===== src/common/energy_pulse_map.svh =====
// constants for the energy pulse back end
// assumes one 100 MHz clock
`ifndef ENERGY_PULSE_MAP_SVH
`define ENERGY_PULSE_MAP_SVH
`define CLK_HZ 100000000
`define SAMPLE_HZ 4000
`define CONV_KHZ 4096
`define CLK_KHZ 100000
`define PULSE_FIXED_MS 80
`define PULSE_WIDTH_CLKS 6
`define POWER_READ_SHIFT 13
`define ENERGY_LOW_BITS 13
`define SEL_ACTIVE 3'h0
`define SEL_REACTIVE 3'h1
`define SEL_APPARENT 3'h2
`endif


===== src/common/energy_pulse_pkg.sv =====
// types shared by the energy pulse back end and its pulse channels
// assumes energy_pulse_map.svh holds every numeric constant
package energy_pulse_pkg;
  typedef struct packed {
    logic signed [31:0] active;
    logic signed [31:0] reactive;
    logic signed [31:0] apparent;
  } power_samples_type;

  typedef struct packed {
    logic [2:0] type_sel;
    logic [2:0] term_sel;
    logic [15:0] divider;
    logic width_source;
    logic disable_out;
  } pulse_config_type;

  typedef struct packed {
    logic pulse_ready_one;
    logic pulse_ready_two;
    logic pulse_sign_change_one;
    logic pulse_sign_change_two;
    logic active_power_sign_change;
    logic reactive_power_sign_change;
  } status_type;
endpackage


===== src/rtl/pulse_channel.sv =====
// one energy-to-frequency pulse channel
// assumes steady config, conv_en one-cycle strobe
`include "energy_pulse_map.svh"
module pulse_channel #(
  parameter int FIXED_CYCLES = 8000000
) (
  input wire logic clk, // system clock
  input wire logic rst_n, // synchronised reset
  input wire logic conv_en, // conversion-rate strobe
  input wire logic clear, // accumulator clear pulse
  input wire logic no_load, // selected energy in no load
  input wire logic signed [31:0] power, // selected power value
  input wire logic [31:0] threshold, // pulse threshold
  input wire logic [18:0] width_timer, // programmed width
  input wire energy_pulse_pkg::pulse_config_type cfg, // channel config
  output logic pulse_n, // active-low pulse pin
  output logic ready, // new pulse, one cycle
  output logic sign, // sign of latest pulse
  output logic sign_change // sign flipped, one cycle
);
  logic signed [43:0] acc_reg;
  logic signed [43:0] sum_next;
  logic signed [43:0] limit;
  logic raw_up, raw_dn, raw, term;
  logic [15:0] div_cnt_reg;
  logic signed [16:0] net_reg;
  logic signed [16:0] net_next;
  logic seen_reg, low_reg;
  logic [23:0] wcnt_reg;
  logic [15:0] hcnt_reg;
  logic [15:0] half;
  logic [21:0] timed_width;
  logic low_done;

  ////////////////////////////////////////////////////////////////////////
  always_comb begin
    limit = {3'b000, threshold, 9'h000};
    sum_next = acc_reg + 44'(power);
    raw_up = conv_en && !no_load && (sum_next >= limit);
    raw_dn = conv_en && !no_load && (sum_next <= -limit);
    raw = raw_up || raw_dn;
    net_next = net_reg + (raw_up ? 17'sd1 : (raw_dn ? -17'sd1 : 17'sd0));
    term = raw && (17'(div_cnt_reg) + 17'h1 >= 17'(cfg.divider));
    // odd divider rounds the low half up, giving (1+1/div)x50%
    half = 16'((17'(cfg.divider) + 17'h1) >> 1);
    timed_width = 22'(width_timer) * 22'(`PULSE_WIDTH_CLKS);
    if (cfg.width_source) begin
      low_done = !no_load && (22'(wcnt_reg) + 22'h1 >= timed_width);
    end else begin
      low_done = (24'(wcnt_reg) + 24'h1 >= 24'(FIXED_CYCLES))
        || (raw && hcnt_reg + 16'h1 >= half);
    end
  end

  // converter: one raw pulse per threshold x 512 of energy
  always_ff @(posedge clk) begin
    if (!rst_n || clear) begin
      acc_reg <= 44'sh0;
    end else if (conv_en && !no_load) begin
      if (raw_up) begin
        acc_reg <= sum_next - limit;
      end else if (raw_dn) begin
        acc_reg <= sum_next + limit;
      end else begin
        acc_reg <= sum_next;
      end
    end
  end

  always_ff @(posedge clk) begin
    if (!rst_n || clear) begin
      div_cnt_reg <= 16'h0;
      net_reg <= 17'sh0;
    end else if (term) begin
      div_cnt_reg <= 16'h0;
      net_reg <= 17'sh0;
    end else if (raw) begin
      div_cnt_reg <= div_cnt_reg + 16'h1;
      net_reg <= net_next;
    end
  end

  // sign tracking ignores disable
  always_ff @(posedge clk) begin
    if (!rst_n) begin
      sign <= 1'b0;
      sign_change <= 1'b0;
      seen_reg <= 1'b0;
      ready <= 1'b0;
    end else begin
      sign_change <= 1'b0;
      ready <= term && !cfg.disable_out;
      if (term) begin
        sign <= net_next < 0;
        seen_reg <= 1'b1;
        sign_change <= seen_reg && (sign != (net_next < 0));
      end
    end
  end

  always_ff @(posedge clk) begin
    if (!rst_n) begin
      low_reg <= 1'b0;
      wcnt_reg <= 24'h0;
      hcnt_reg <= 16'h0;
    end else if (term) begin
      low_reg <= 1'b1;
      wcnt_reg <= 24'h0;
      hcnt_reg <= 16'h0;
    end else if (low_reg) begin
      if (low_done) begin
        low_reg <= 1'b0;
      end
      // held width freezes its timer through no load
      if (!(cfg.width_source && no_load)) begin
        wcnt_reg <= wcnt_reg + 24'h1;
      end
      if (raw) begin
        hcnt_reg <= hcnt_reg + 16'h1;
      end
    end
  end

  always_ff @(posedge clk) begin
    if (!rst_n) begin
      pulse_n <= 1'b1;
    end else begin
      pulse_n <= !(low_reg && !cfg.disable_out);
    end
  end
endmodule


===== src/rtl/energy_pulse_and_power_accum.sv =====
// energy register update, two pulse outputs and power interval accumulation
// assumes all inputs come from logic on clk; only rstn is asynchronous
`include "energy_pulse_map.svh"
module energy_pulse_and_power_accum #(
  parameter int SAMPLE_DIV = `CLK_HZ / `SAMPLE_HZ,
  parameter int FIXED_CYCLES = `PULSE_FIXED_MS * `CLK_KHZ
) (
  input wire logic clk, // 100 MHz clock
  input wire logic rstn, // async reset, active low
  input wire energy_pulse_pkg::power_samples_type samples, // power values
  input wire logic [2:0] no_load, // active, reactive, apparent no load
  input wire logic half_cycle, // half line cycle pulse
  input wire logic energy_overwrite_select, // load instead of add
  input wire logic energy_interval_source, // 1 counts half cycles
  input wire logic read_clear_enable, // clear high word on read
  input wire logic energy_power_enable, // accumulation on
  input wire logic [12:0] energy_interval_count, // energy interval minus one
  input wire logic [12:0] power_interval_count, // power interval minus one
  input wire logic energy_high_read, // high word read strobe
  input wire logic [31:0] pulse_threshold, // converter threshold
  input wire logic [18:0] pulse_width_timer, // width in six-clock units
  input wire energy_pulse_pkg::pulse_config_type cfg_one, // output one config
  input wire energy_pulse_pkg::pulse_config_type cfg_two, // output two config
  input wire logic pulse_accum_clear, // clear converter, one cycle
  input wire energy_pulse_pkg::status_type status_clear, // write-one-to-clear
  output logic pulse_output_one_n, // pulse pin one
  output logic pulse_output_two_n, // pulse pin two
  output logic [31:0] energy_high_word, // user energy upper bits
  output logic [12:0] energy_low_word, // user energy lower bits
  output logic energy_ready, // energy update, one cycle
  output logic power_ready, // power update, one cycle
  output logic [31:0] active_power_accum, // active accumulation
  output logic [31:0] reactive_power_accum, // reactive accumulation
  output logic [31:0] apparent_power_accum, // apparent accumulation
  output logic active_power_sign, // active accumulation negative
  output logic reactive_power_sign, // reactive accumulation negative
  output logic pulse_sign_one, // sign of last pulse one
  output logic pulse_sign_two, // sign of last pulse two
  output energy_pulse_pkg::status_type status // sticky flags
);
  localparam int CNT_W = $clog2(SAMPLE_DIV + 1);
  localparam logic [16:0] CONV_STEP = 17'(`CONV_KHZ);
  localparam logic [16:0] CONV_WRAP = 17'(`CLK_KHZ);

  if (SAMPLE_DIV < 2) begin : g_bad_div
    $error("SAMPLE_DIV must be at least 2");
  end
  if (FIXED_CYCLES < 1 || FIXED_CYCLES >= (1 << 24)) begin : g_bad_fixed
    $error("FIXED_CYCLES out of range");
  end

  logic rst_meta, rst_n;
  logic [CNT_W-1:0] sample_cnt_reg;
  logic sample_en;
  logic [16:0] phase_reg;
  logic conv_en;
  logic clear_pending;
  logic signed [41:0] energy_sum_reg;
  logic signed [44:0] user_energy_reg;
  logic signed [44:0] user_base;
  logic [12:0] energy_cnt_reg;
  logic energy_tick, energy_due;
  logic [12:0] power_cnt_reg;
  logic power_due;
  logic signed [41:0] pacc [3];
  logic signed [31:0] pwr_in [3];
  logic signed [31:0] pwr_one, pwr_two;
  logic nl_one, nl_two;
  logic rdy_one, rdy_two, chg_one, chg_two;
  logic new_active_sign, new_reactive_sign;
  logic seen_power_reg;

  ////////////////////////////////////////////////////////////////////////
  // two-flop reset release
  always_ff @(posedge clk or negedge rstn) begin
    if (!rstn) begin
      rst_meta <= 1'b0;
      rst_n <= 1'b0;
    end else begin
      rst_meta <= 1'b1;
      rst_n <= rst_meta;
    end
  end

  // 4 kSPS strobe from an integer divider
  always_ff @(posedge clk) begin
    if (!rst_n) begin
      sample_cnt_reg <= '0;
    end else if (sample_en) begin
      sample_cnt_reg <= '0;
    end else begin
      sample_cnt_reg <= sample_cnt_reg + CNT_W'(1);
    end
  end
  assign sample_en = (sample_cnt_reg == CNT_W'(SAMPLE_DIV - 1));

  // 4.096 MHz is no integer ratio of clk:
  // a phase accumulator, one cycle of jitter
  always_ff @(posedge clk) begin
    if (!rst_n) begin
      phase_reg <= 17'h0;
    end else if (conv_en) begin
      phase_reg <= phase_reg + CONV_STEP - CONV_WRAP;
    end else begin
      phase_reg <= phase_reg + CONV_STEP;
    end
  end
  assign conv_en = (phase_reg + CONV_STEP >= CONV_WRAP);

  // one-cycle clear returns to zero by itself
  always_ff @(posedge clk) begin
    if (!rst_n) begin
      clear_pending <= 1'b0;
    end else begin
      clear_pending <= pulse_accum_clear;
    end
  end

  ////////////////////////////////////////////////////////////////////////
  // energy interval and user energy register
  assign energy_tick = energy_interval_source ? half_cycle : sample_en;
  assign energy_due = energy_power_enable && energy_tick
    && (energy_cnt_reg == energy_interval_count);

  always_ff @(posedge clk) begin
    if (!rst_n || !energy_power_enable) begin
      energy_cnt_reg <= 13'h0;
    end else if (energy_due) begin
      energy_cnt_reg <= 13'h0;
    end else if (energy_tick) begin
      energy_cnt_reg <= energy_cnt_reg + 13'h1;
    end
  end

  // samples landing on the ready edge start the new interval
  always_ff @(posedge clk) begin
    if (!rst_n) begin
      energy_sum_reg <= 42'sh0;
    end else if (energy_due) begin
      energy_sum_reg <= (sample_en && !no_load[0]) ? 42'(samples.active) : 42'sh0;
    end else if (energy_power_enable && sample_en && !no_load[0]) begin
      energy_sum_reg <= energy_sum_reg + 42'(samples.active);
    end
  end

  // read clears before an update adds
  always_comb begin
    user_base = user_energy_reg;
    if (energy_high_read && read_clear_enable) begin
      user_base[44:`ENERGY_LOW_BITS] = '0;
    end
  end

  always_ff @(posedge clk) begin
    if (!rst_n) begin
      user_energy_reg <= 45'sh0;
    end else if (energy_due) begin
      if (energy_overwrite_select) begin
        user_energy_reg <= 45'(energy_sum_reg);
      end else begin
        user_energy_reg <= user_base + 45'(energy_sum_reg);
      end
    end else begin
      user_energy_reg <= user_base;
    end
  end
  assign energy_high_word = user_energy_reg[44:`ENERGY_LOW_BITS];
  assign energy_low_word = user_energy_reg[`ENERGY_LOW_BITS-1:0];

  always_ff @(posedge clk) begin
    if (!rst_n) begin
      energy_ready <= 1'b0;
      power_ready <= 1'b0;
    end else begin
      energy_ready <= energy_due;
      power_ready <= power_due;
    end
  end

  ////////////////////////////////////////////////////////////////////////
  // power interval accumulation, no load does not stop it
  assign pwr_in[0] = samples.active;
  assign pwr_in[1] = samples.reactive;
  assign pwr_in[2] = samples.apparent;
  assign power_due = energy_power_enable && sample_en
    && (power_cnt_reg == power_interval_count);

  always_ff @(posedge clk) begin
    if (!rst_n || !energy_power_enable) begin
      power_cnt_reg <= 13'h0;
    end else if (power_due) begin
      power_cnt_reg <= 13'h0;
    end else if (sample_en) begin
      power_cnt_reg <= power_cnt_reg + 13'h1;
    end
  end

  for (genvar i = 0; i < 3; i++) begin : g_pacc
    always_ff @(posedge clk) begin
      if (!rst_n) begin
        pacc[i] <= 42'sh0;
      end else if (power_due) begin
        pacc[i] <= 42'sh0;
      end else if (energy_power_enable && sample_en) begin
        pacc[i] <= pacc[i] + 42'(pwr_in[i]);
      end
    end
  end

  // final sample joins the interval it closes
  logic signed [41:0] pfinal [3];
  for (genvar i = 0; i < 3; i++) begin : g_pfinal
    assign pfinal[i] = pacc[i] + 42'(pwr_in[i]);
  end
  assign new_active_sign = pfinal[0][41];
  assign new_reactive_sign = pfinal[1][41];

  always_ff @(posedge clk) begin
    if (!rst_n) begin
      active_power_accum <= 32'h0;
      reactive_power_accum <= 32'h0;
      apparent_power_accum <= 32'h0;
      active_power_sign <= 1'b0;
      reactive_power_sign <= 1'b0;
      seen_power_reg <= 1'b0;
    end else if (power_due) begin
      active_power_accum <= 32'(pfinal[0] >>> `POWER_READ_SHIFT);
      reactive_power_accum <= 32'(pfinal[1] >>> `POWER_READ_SHIFT);
      apparent_power_accum <= 32'(pfinal[2] >>> `POWER_READ_SHIFT);
      active_power_sign <= new_active_sign;
      reactive_power_sign <= new_reactive_sign;
      seen_power_reg <= 1'b1;
    end
  end

  ////////////////////////////////////////////////////////////////////////
  // pulse channels: type and term selection
  function automatic logic signed [31:0] pick(
    input logic [2:0] sel, input logic [2:0] terms,
    input energy_pulse_pkg::power_samples_type s);
    logic signed [31:0] v;
    v = 32'sh0;
    case (sel)
      `SEL_ACTIVE: v = s.active;
      `SEL_REACTIVE: v = s.reactive;
      `SEL_APPARENT: v = s.apparent;
      default: v = 32'sh0;
    endcase
    // single phase: only the first term bit contributes
    return terms[0] ? v : 32'sh0;
  endfunction

  function automatic logic pick_nl(input logic [2:0] sel, input logic [2:0] nl);
    case (sel)
      `SEL_ACTIVE: return nl[0];
      `SEL_REACTIVE: return nl[1];
      `SEL_APPARENT: return nl[2];
      default: return 1'b0;
    endcase
  endfunction

  assign pwr_one = pick(cfg_one.type_sel, cfg_one.term_sel, samples);
  assign pwr_two = pick(cfg_two.type_sel, cfg_two.term_sel, samples);
  assign nl_one = pick_nl(cfg_one.type_sel, no_load);
  assign nl_two = pick_nl(cfg_two.type_sel, no_load);

  pulse_channel #(.FIXED_CYCLES(FIXED_CYCLES)) u_pulse_one (
    .clk(clk),
    .rst_n(rst_n),
    .conv_en(conv_en),
    .clear(clear_pending),
    .no_load(nl_one),
    .power(pwr_one),
    .threshold(pulse_threshold),
    .width_timer(pulse_width_timer),
    .cfg(cfg_one),
    .pulse_n(pulse_output_one_n),
    .ready(rdy_one),
    .sign(pulse_sign_one),
    .sign_change(chg_one)
  );

  pulse_channel #(.FIXED_CYCLES(FIXED_CYCLES)) u_pulse_two (
    .clk(clk),
    .rst_n(rst_n),
    .conv_en(conv_en),
    .clear(clear_pending),
    .no_load(nl_two),
    .power(pwr_two),
    .threshold(pulse_threshold),
    .width_timer(pulse_width_timer),
    .cfg(cfg_two),
    .pulse_n(pulse_output_two_n),
    .ready(rdy_two),
    .sign(pulse_sign_two),
    .sign_change(chg_two)
  );

  ////////////////////////////////////////////////////////////////////////
  // sticky flags: a set in the clearing cycle wins
  energy_pulse_pkg::status_type set_ev;
  always_comb begin
    set_ev.pulse_ready_one = rdy_one;
    set_ev.pulse_ready_two = rdy_two;
    set_ev.pulse_sign_change_one = chg_one;
    set_ev.pulse_sign_change_two = chg_two;
    set_ev.active_power_sign_change = power_due && seen_power_reg
      && (new_active_sign != active_power_sign);
    set_ev.reactive_power_sign_change = power_due && seen_power_reg
      && (new_reactive_sign != reactive_power_sign);
  end

  always_ff @(posedge clk) begin
    if (!rst_n) begin
      status <= '0;
    end else begin
      status <= set_ev | (status & ~status_clear);
    end
  end
endmodule


===== config.mk =====
export PLATFORM = sky130hd
export DESIGN_NAME = energy_pulse_and_power_accum
export DESIGN_NICKNAME = d
export VERILOG_FILES = /design/src/common/energy_pulse_pkg.sv /design/src/rtl/pulse_channel.sv /design/src/rtl/energy_pulse_and_power_accum.sv
export VERILOG_INCLUDE_DIRS = /design/src /design/src/common
export SDC_FILE = /design/constraint.sdc
export NUM_CORES = 2
export LEC_CHECK = 0
export BUFFER_PORTS_ARGS = -buffer_cell sky130_fd_sc_hd__buf_2
export CAP_MARGIN = 20
export CELL_PAD_IN_SITES_DETAIL_PLACEMENT = 1
export CELL_PAD_IN_SITES_GLOBAL_PLACEMENT = 2
export CORE_ASPECT_RATIO = 0.9
export CORE_MARGIN = 5
export CORE_UTILIZATION = 38
export CTS_BUF_LIST = sky130_fd_sc_hd__clkbuf_2 sky130_fd_sc_hd__clkbuf_4 sky130_fd_sc_hd__clkbuf_8
export DETAILED_ROUTE_END_ITERATION = 10
export GPL_TIMING_DRIVEN = 0
export PLACE_DENSITY_LB_ADDON = 0.3
export SYNTH_ARGS = -nofsm -noshare
export SYNTH_HDL_FRONTEND = slang
export SYNTH_HIERARCHICAL = 1
export SYNTH_SLANG_ARGS = --single-unit

===== constraint.sdc =====
create_clock -name clk -period 8 [get_ports clk]
set_input_delay 1.2 -clock clk [delete_from_list [all_inputs] [get_ports clk]]
set_output_delay 1.2 -clock clk [all_outputs]
set_load 0.01 [all_outputs]

---- After elaboration in Yosys (flattened, before gate mapping) ----
Memory sizes are Yosys's and may differ from the RTL's.
Cells that the tools add are included.
operators by class
  $add $sub $neg .......................... 31
  equal/unequal tests ..................... 11
  multiplexer cells ....................... 44
  bitwise logic cells ..................... 12
  multipliers ............................. 1
  reduce and logical (&&, ||, !) cells .... 61
  magnitude comparators ................... 15
operators with widths
  cell                     number
  $mux W42                 9
  $pmux W32 S3             2
  $mux W44                 4
  $add A42 B32 Y42         4
  $mux W32                 3
  $mux W45                 2
  $add A44 B32 Y44         2
  $add A44 B42 Y44         2
  $ge A44 B42 Y1           2
  $le A44 B44 Y1           2
  $sub A44 B42 Y44         2
  $mux W17                 5
  $add A16 B1 Y17 const B  4
  $add A16 B1 Y16 const B  4
  $add A24 B1 Y24 const B  2
  $ge A24 B23 Y1 const B   2
  $add A45 B42 Y45         1
  $add A22 B1 Y22 const B  2
  $ge A22 B22 Y1           2
  $neg A41 Y44             1
  $add A17 B17 Y17         2
  $ge A17 B16 Y1           2
  $lt A17 B1 Y1 const B    2
  $ge A16 B16 Y1           2
  25 further kinds         110
word-level totals
  flip-flop bits (word level) ............. 492
  memory bits (writable) .................. 126
  memories ................................ 1
  output and inout bits ................... 155
memory list
  name  words  bits a word  rd ports  clocked after Yosys merged registers in  write ports  line                                source
  pacc  3      42           3         0                                        3            energy_pulse_and_power_accum.sv:65  logic signed [41:0] pacc [3];

---- Longest topological paths before layout ----
  depth in word-level cells ............... 13
  mapped depth ............................ 41

---- Hierarchy ----
Netlist, hierarchy kept.
modules (own cells, without submodules)
  module                        cells each  instances  seq. area each (um^2)  area an instance (um^2)
  energy_pulse_and_power_accum  3402        1          8578.2                 27517.6
  pulse_channel (u_pulse_two)   2089        1          2462.4                 15600.0
  pulse_channel (u_pulse_one)   2077        1          2462.4                 15467.3

---- Least setup slack after synthesis ----
OpenSTA, ideal clock, no wires.
  path type ............................... input-to-reg
  start point ............................. input port cfg_one[22] (netlist bit)
  end point ............................... register u_pulse_one.sign
  buffers on the path ..................... 4
  data required time ...................... 7.905 ns
  cell stages on the path ................. 35
  setup time .............................. 0.095 ns
  path slack .............................. -1.161 ns
  arrival ................................. 9.066 ns
  cells stage by stage .................... clkbuf_1 > clkbuf_1 > mux2i_1 > nor2_1 > a21oi_1 > nor2_1 > ha_1 > a211oi_1 > o21ai_0 > and3_1 > o31ai_1 > o211a_1 > o21ai_0 > nand2_1 > nand2_1 > a221oi_1 > xnor2_1 > ha_1 > nand4_1 > nor4_1 > or4b_2 > o22ai_1 > nor2_1 > nor2_1 > buf_2 > o21ai_4 > buf_2 > xnor2_1 > ha_1 > or4_1 > nor4_1 > and4_1 > mux2i_1 > or4_1 > o311ai_1
between the ends
  word-level cells in the longest chain between the ends .. 10
  elaborated cells between the ends (all ways) .. 19
ends and longest elaborated chain
  item                                        line                                 source
  from (decl)                                 energy_pulse_and_power_accum.sv:22   input wire energy_pulse_pkg::pulse_config_type cfg_one,
  $eq A3 B2 Y1, or another cell as far along  energy_pulse_and_power_accum.sv:243  case (sel)
  $pmux W32 S3 *                              energy_pulse_and_power_accum.sv:243
  $mux W32 *                                  energy_pulse_and_power_accum.sv:250  return terms[0] ? v : 32'sh0;
  net pwr_one[12]                             energy_pulse_and_power_accum.sv:67   logic signed [31:0] pwr_one, pwr_two;
  $add A44 B32 Y44 *                          pulse_channel.sv:38                  sum_next = acc_reg + 44'(power);
  $le A44 B44 Y1                              pulse_channel.sv:40                  raw_dn = conv_en && !no_load && (sum_next <= -limit);
  $logic_and A1 B1 Y1                         pulse_channel.sv:40
  $mux W17 (2 in a row)                       pulse_channel.sv:42                  net_next = net_reg + (raw_up ? 17'sd1 : (raw_dn ? -17'sd1 : 17'sd0));
  $add A17 B17 Y17                            pulse_channel.sv:42
  $lt A17 B1 Y1                               pulse_channel.sv:94                  sign <= net_next < 0;
  to (signal assigned)                        pulse_channel.sv:94
  to (decl)                                   pulse_channel.sv:18                  output logic sign,
Mark *: on every way through the listed nets, which the timed path passes. The rest lies on a longest branch.
A chain may end at the register's enable or synchronous reset.

---- Worst setup path after layout ----
  start point ............................. input port cfg_one[21] (netlist bit)
  end point ............................... register u_pulse_one.sign_change
between the ends
  word-level cells in the longest chain between the ends .. 12
  elaborated cells between the ends (all ways) .. 22
ends and longest elaborated chain
  item                                        line                                 source
  $eq A3 B2 Y1, or another cell as far along  energy_pulse_and_power_accum.sv:243
  $pmux W32 S3 *                              energy_pulse_and_power_accum.sv:243
  $mux W32 *                                  energy_pulse_and_power_accum.sv:250
  net pwr_one[0]                              energy_pulse_and_power_accum.sv:67
  $add A44 B32 Y44 *                          pulse_channel.sv:38
  $le A44 B44 Y1                              pulse_channel.sv:40
  $logic_and A1 B1 Y1                         pulse_channel.sv:40
  $mux W17 (2 in a row)                       pulse_channel.sv:42
  $add A17 B17 Y17                            pulse_channel.sv:42
  $lt A17 B1 Y1                               pulse_channel.sv:96                  sign_change <= seen_reg && (sign != (net_next < 0));
  $ne A1 B1 Y1                                pulse_channel.sv:96
  $logic_and A1 B1 Y1                         pulse_channel.sv:96
  to (signal assigned)                        pulse_channel.sv:96
  to (decl)                                   pulse_channel.sv:19                  output logic sign_change
Marked as above.

==> summary.txt <==
Worst setup path
  – Crit-path max cell delay: between 0.4 and 0.5 ns
  – Crit start category: input pin
  – CP Capture Type: register
  – Worst Path Arrival: 8.66 ns
  – Worst endpoint required time: just under 9 ns
  – Critical-path top delay cell: or4b_4
  – Worst Reg2Reg Path Length in Cells: 31
  – CP Max Fanout: 10
  – Reg2Reg Setup Slack: 0.80 ns
  – Reg2Reg Launch Point: u_pulse_one/acc_reg[0]$_SDFFE_PP0P_
  – Critical path class: input pin to register
  – Terminus of the critical flop-to-flop path: u_pulse_one/sign_change$_SDFF_PN0_

Layout
  – Fillers: around 19k
  – Commonest non-fill, non-tap cell in the layout: nor2_1
  – Most frequent cells in the layout: nor2_1 (878), a21oi_1 (660), ha_1 (612)
  – Layout area overhead: 17.72%
  – Max reg flops: between 100 and 150
  – Nets: slightly above 9k
  – Layout Utilization: roughly 45%
  – Share of cells above drive strength 1: 14.30%
  – Non-filler instance count after layout: just over 10k

Floorplanning
  – FP Rows: ~140
  – Die Wd: about 420 um
  – Die height: 382.5 um
  – Die footprint: roughly 160000 um2
  – Initial core utilization: 38.30%
  – Io pins: 394
  – Core Footprint: 153000 um2

Pwr
  – Power Dens Cells: about 130 nW/um2
  – Total chip power: slightly below 9 mW
  – P_leak: 30.18 nW
  – Peak VDD IR: approximately 0.14 mV

STA
  – Slew @ Worst Pin: 1.243 ns
  – Final Critical Period: between 7 and 8 ns
  – Max-slew headroom: roughly 17%
  – Final period utilization: between 90 and 100%
  – Fin Clk Skew: between 0.06 and 0.07 ns
  – Final WS setup: between 0.09 and 0.1 ns
  – Final setup TNS: 0 ns
  – Max-slew violations: 0
  – Fmax: 126.5 MHz
  – Final Hold Violating Endpoints: 0
  – Endpoints failing setup: 0

Global routing
  – First-pass GRT wire length: roughly 380 mm
  – Vias in the first global route: roughly 61k
  – Largest net degree at the start of global routing: 55
  – All-layer global routing usage: a little under a third
  – Antenna violations before repair: 60
  – Total grt overflow: 0

Detailed routing
  – Antenna viol nets, final: 0
  – Drt drc: 0
  – Vias: just over 60k
  – Drt wl/cell: 25.09 um
  – Number of DRC markers in iteration 0: 4668
  – Drt first pass iters: 6
  – Final WL: around 260 mm
  – Via density: between 5 and 6

Placement
  – Cells after DPL: roughly 10k
  – Pre-CTS setup slack: -3.072 ns
  – Port Buffer Count: just under 400
  – DPL Wire Length: slightly above 200 mm
  – Routability cong.: about 0.96

Clocking
  – CTS tree: done
  – Clock transition at path regs: approximately 0.07 ns
  – Clock Path Buffers: 3
  – Htree depth: 3
  – Clk root buf: clkbuf_8
  – Clock sinks: approximately 610
  – Worst skew pair latency: ~0.90 ns
  – CTS buffer count: 111
  – Hold-fix buffers, CTS: 0

Hold path
  – Hold crit path type: input pin to async pin

Synth
  – Main synth FF type: dfxtp_1
  – Avg Inst Size Synth: slightly below 8 um2
  – Synth warnings: 6
  – Synthesized cell area: 58580 um2
  – Post-Syn Instances: between 7k and 8k
  – Flops & latches, synth: 611
  – Cell variety after synth: between 100 and 150
  – Syn_nets: roughly 8.5k
  – EDFF count, synth: roughly 130
  – Sequential fraction of the synthesis area: between 20% and 30%
  – Async set-or-reset flop fraction in the synthesized netlist: 0.3273%

Job
  – Max-cap violations: 0

Outcome
  – Status: finished, final reports clean
[timing repair]
action | 4_1_cts | 5_1_grt
setup buffers | 44 | 73
gates cloned | 0 | 1
endpoints found under the hold margin | 0 | 0
gates resized for setup | 190 | 183
pin swaps | 51 | 98
endpoints found under the setup margin | 203 | 65
[worst max path at each step]
| stage | start | to | slack, ns | cells after the start |
|---|---|---|---|---|
| after detailed placement | samples[95] | u_pulse_one/sign_change$_SDFF_PN0_ | -3.07 | 34 |
| final | cfg_one[21] | u_pulse_one/sign_change$_SDFF_PN0_ | 0.09 | 36 |
| after global routing | cfg_one[21] | u_pulse_one/sign$_SDFFE_PN0P_ | -0.07 | 36 |
| after CTS | cfg_one[21] | u_pulse_one/sign_change$_SDFF_PN0_ | -0.01 | 36 |
| after floorplan | cfg_one[21] | u_pulse_one/sign$_SDFFE_PN0P_ | -0.002 | 37 |
| after global placement | samples[95] | u_pulse_two/net_reg[16]$_SDFFE_PP0P_ | -3.52 | 33 |
[cells by family after synthesis]
family	synth area share, %
muxes	1.595
other	0.006401
DFF	23.05
adders and majority gates	14.54
xor gates and xnor gates	10.81
AOI/OAI and AO/OA	24.07
buffers and inverters	4.286
and+or+nand+nor	21.65
[power by group]
| part | switching, mW | leakage [nW] | internal (mW) |
|---|---|---|---|
| Sequential | 0.0179 | 5.11 | 3.18 |
| Clock | 1.64 | 1.39 | 2.01 |
| Combinational | 1.29 | 23.7 | 0.691 |
| Total | 2.94 | 30.2 | 5.88 |
[critical path, delay by kind of cell]
| family | cells | cell delay, ns |
|---|---|---|
| adder cells (fa/ha/maj) | 4 | 1.13 |
| AO/OA/AOI/OAI | 12 | 2.20 |
| buffers and inverters | 5 | 0.78 |
| XOR/XNOR | 3 | 0.59 |
| AND/OR/NAND/NOR | 12 | 2.76 |
[metal layers]
metal  global-route usage (%)  wire, um
met2                    47.62    115600
met5                        0        20
met4                    14.08     12320
met3                    3.649     15280
met1                    40.76    115600
[layout make-up]
cell class	instances	area [um2]	share of cell area, %
Clock buffer	157	2023	2.933
Clock inverter	53	601.8	0.8726
Antenna cell	47	117.6	0.1705
Multi-Input combinational cell	6332	44530	64.56
Tap cell	2001	2504	3.630
Timing Repair Buffer	510	2997	4.345
Sequential cell	611	13500	19.58
Inverter	275	1050	1.522
Buffer	326	1647	2.387
[synth_stat cells, drive strengths merged, types with 18 or more instances]
master | n | area share [%]
and3 | 117 | 1.3
o21bai | 64 | 0.82
a21oi | 715 | 6.1
nand2 | 600 | 3.9
o311ai | 18 | 0.30
nand3 | 255 | 2.2
o22ai | 28 | 0.33
o211a | 20 | 0.37
and4 | 27 | 0.40
a21boi | 22 | 0.28
or3 | 66 | 0.71
o211ai | 55 | 0.71
a311oi | 20 | 0.31
nand4 | 136 | 1.5
nor4 | 54 | 0.59
nand2b | 75 | 0.80
mux2i | 90 | 1.5
a31oi | 80 | 0.90
inv | 274 | 1.8
buf | 95 | 0.88
nor2b | 64 | 0.69
xnor2 | 399 | 6.0
edfxtp | 126 | 6.5
nor3 | 156 | 1.3
xor2 | 319 | 4.8
a2111oi | 24 | 0.41
o221ai | 26 | 0.39
ha | 660 | 14
a21o | 255 | 3.3
or2 | 36 | 0.38
nor2 | 910 | 5.9
dfxtp | 483 | 17
clkbuf | 255 | 1.6
a221oi | 24 | 0.39
a221o | 18 | 0.31
o31ai | 42 | 0.60
o21a | 71 | 0.92
o21ai | 430 | 3.7
a211oi | 86 | 1.1
and2 | 102 | 1.1
[stage by stage]
step	hold slack (ns)	instance area, um2
3_5_place_dp	0.3464	63520
6_report	0.1262	68970
4_1_cts	0.03312	67420
3_3_place_gp	0.3408	63440
2_1_floorplan	0.3312	59010
5_1_grt	0.04235	68960
Power figures use the tool's default switching activity.
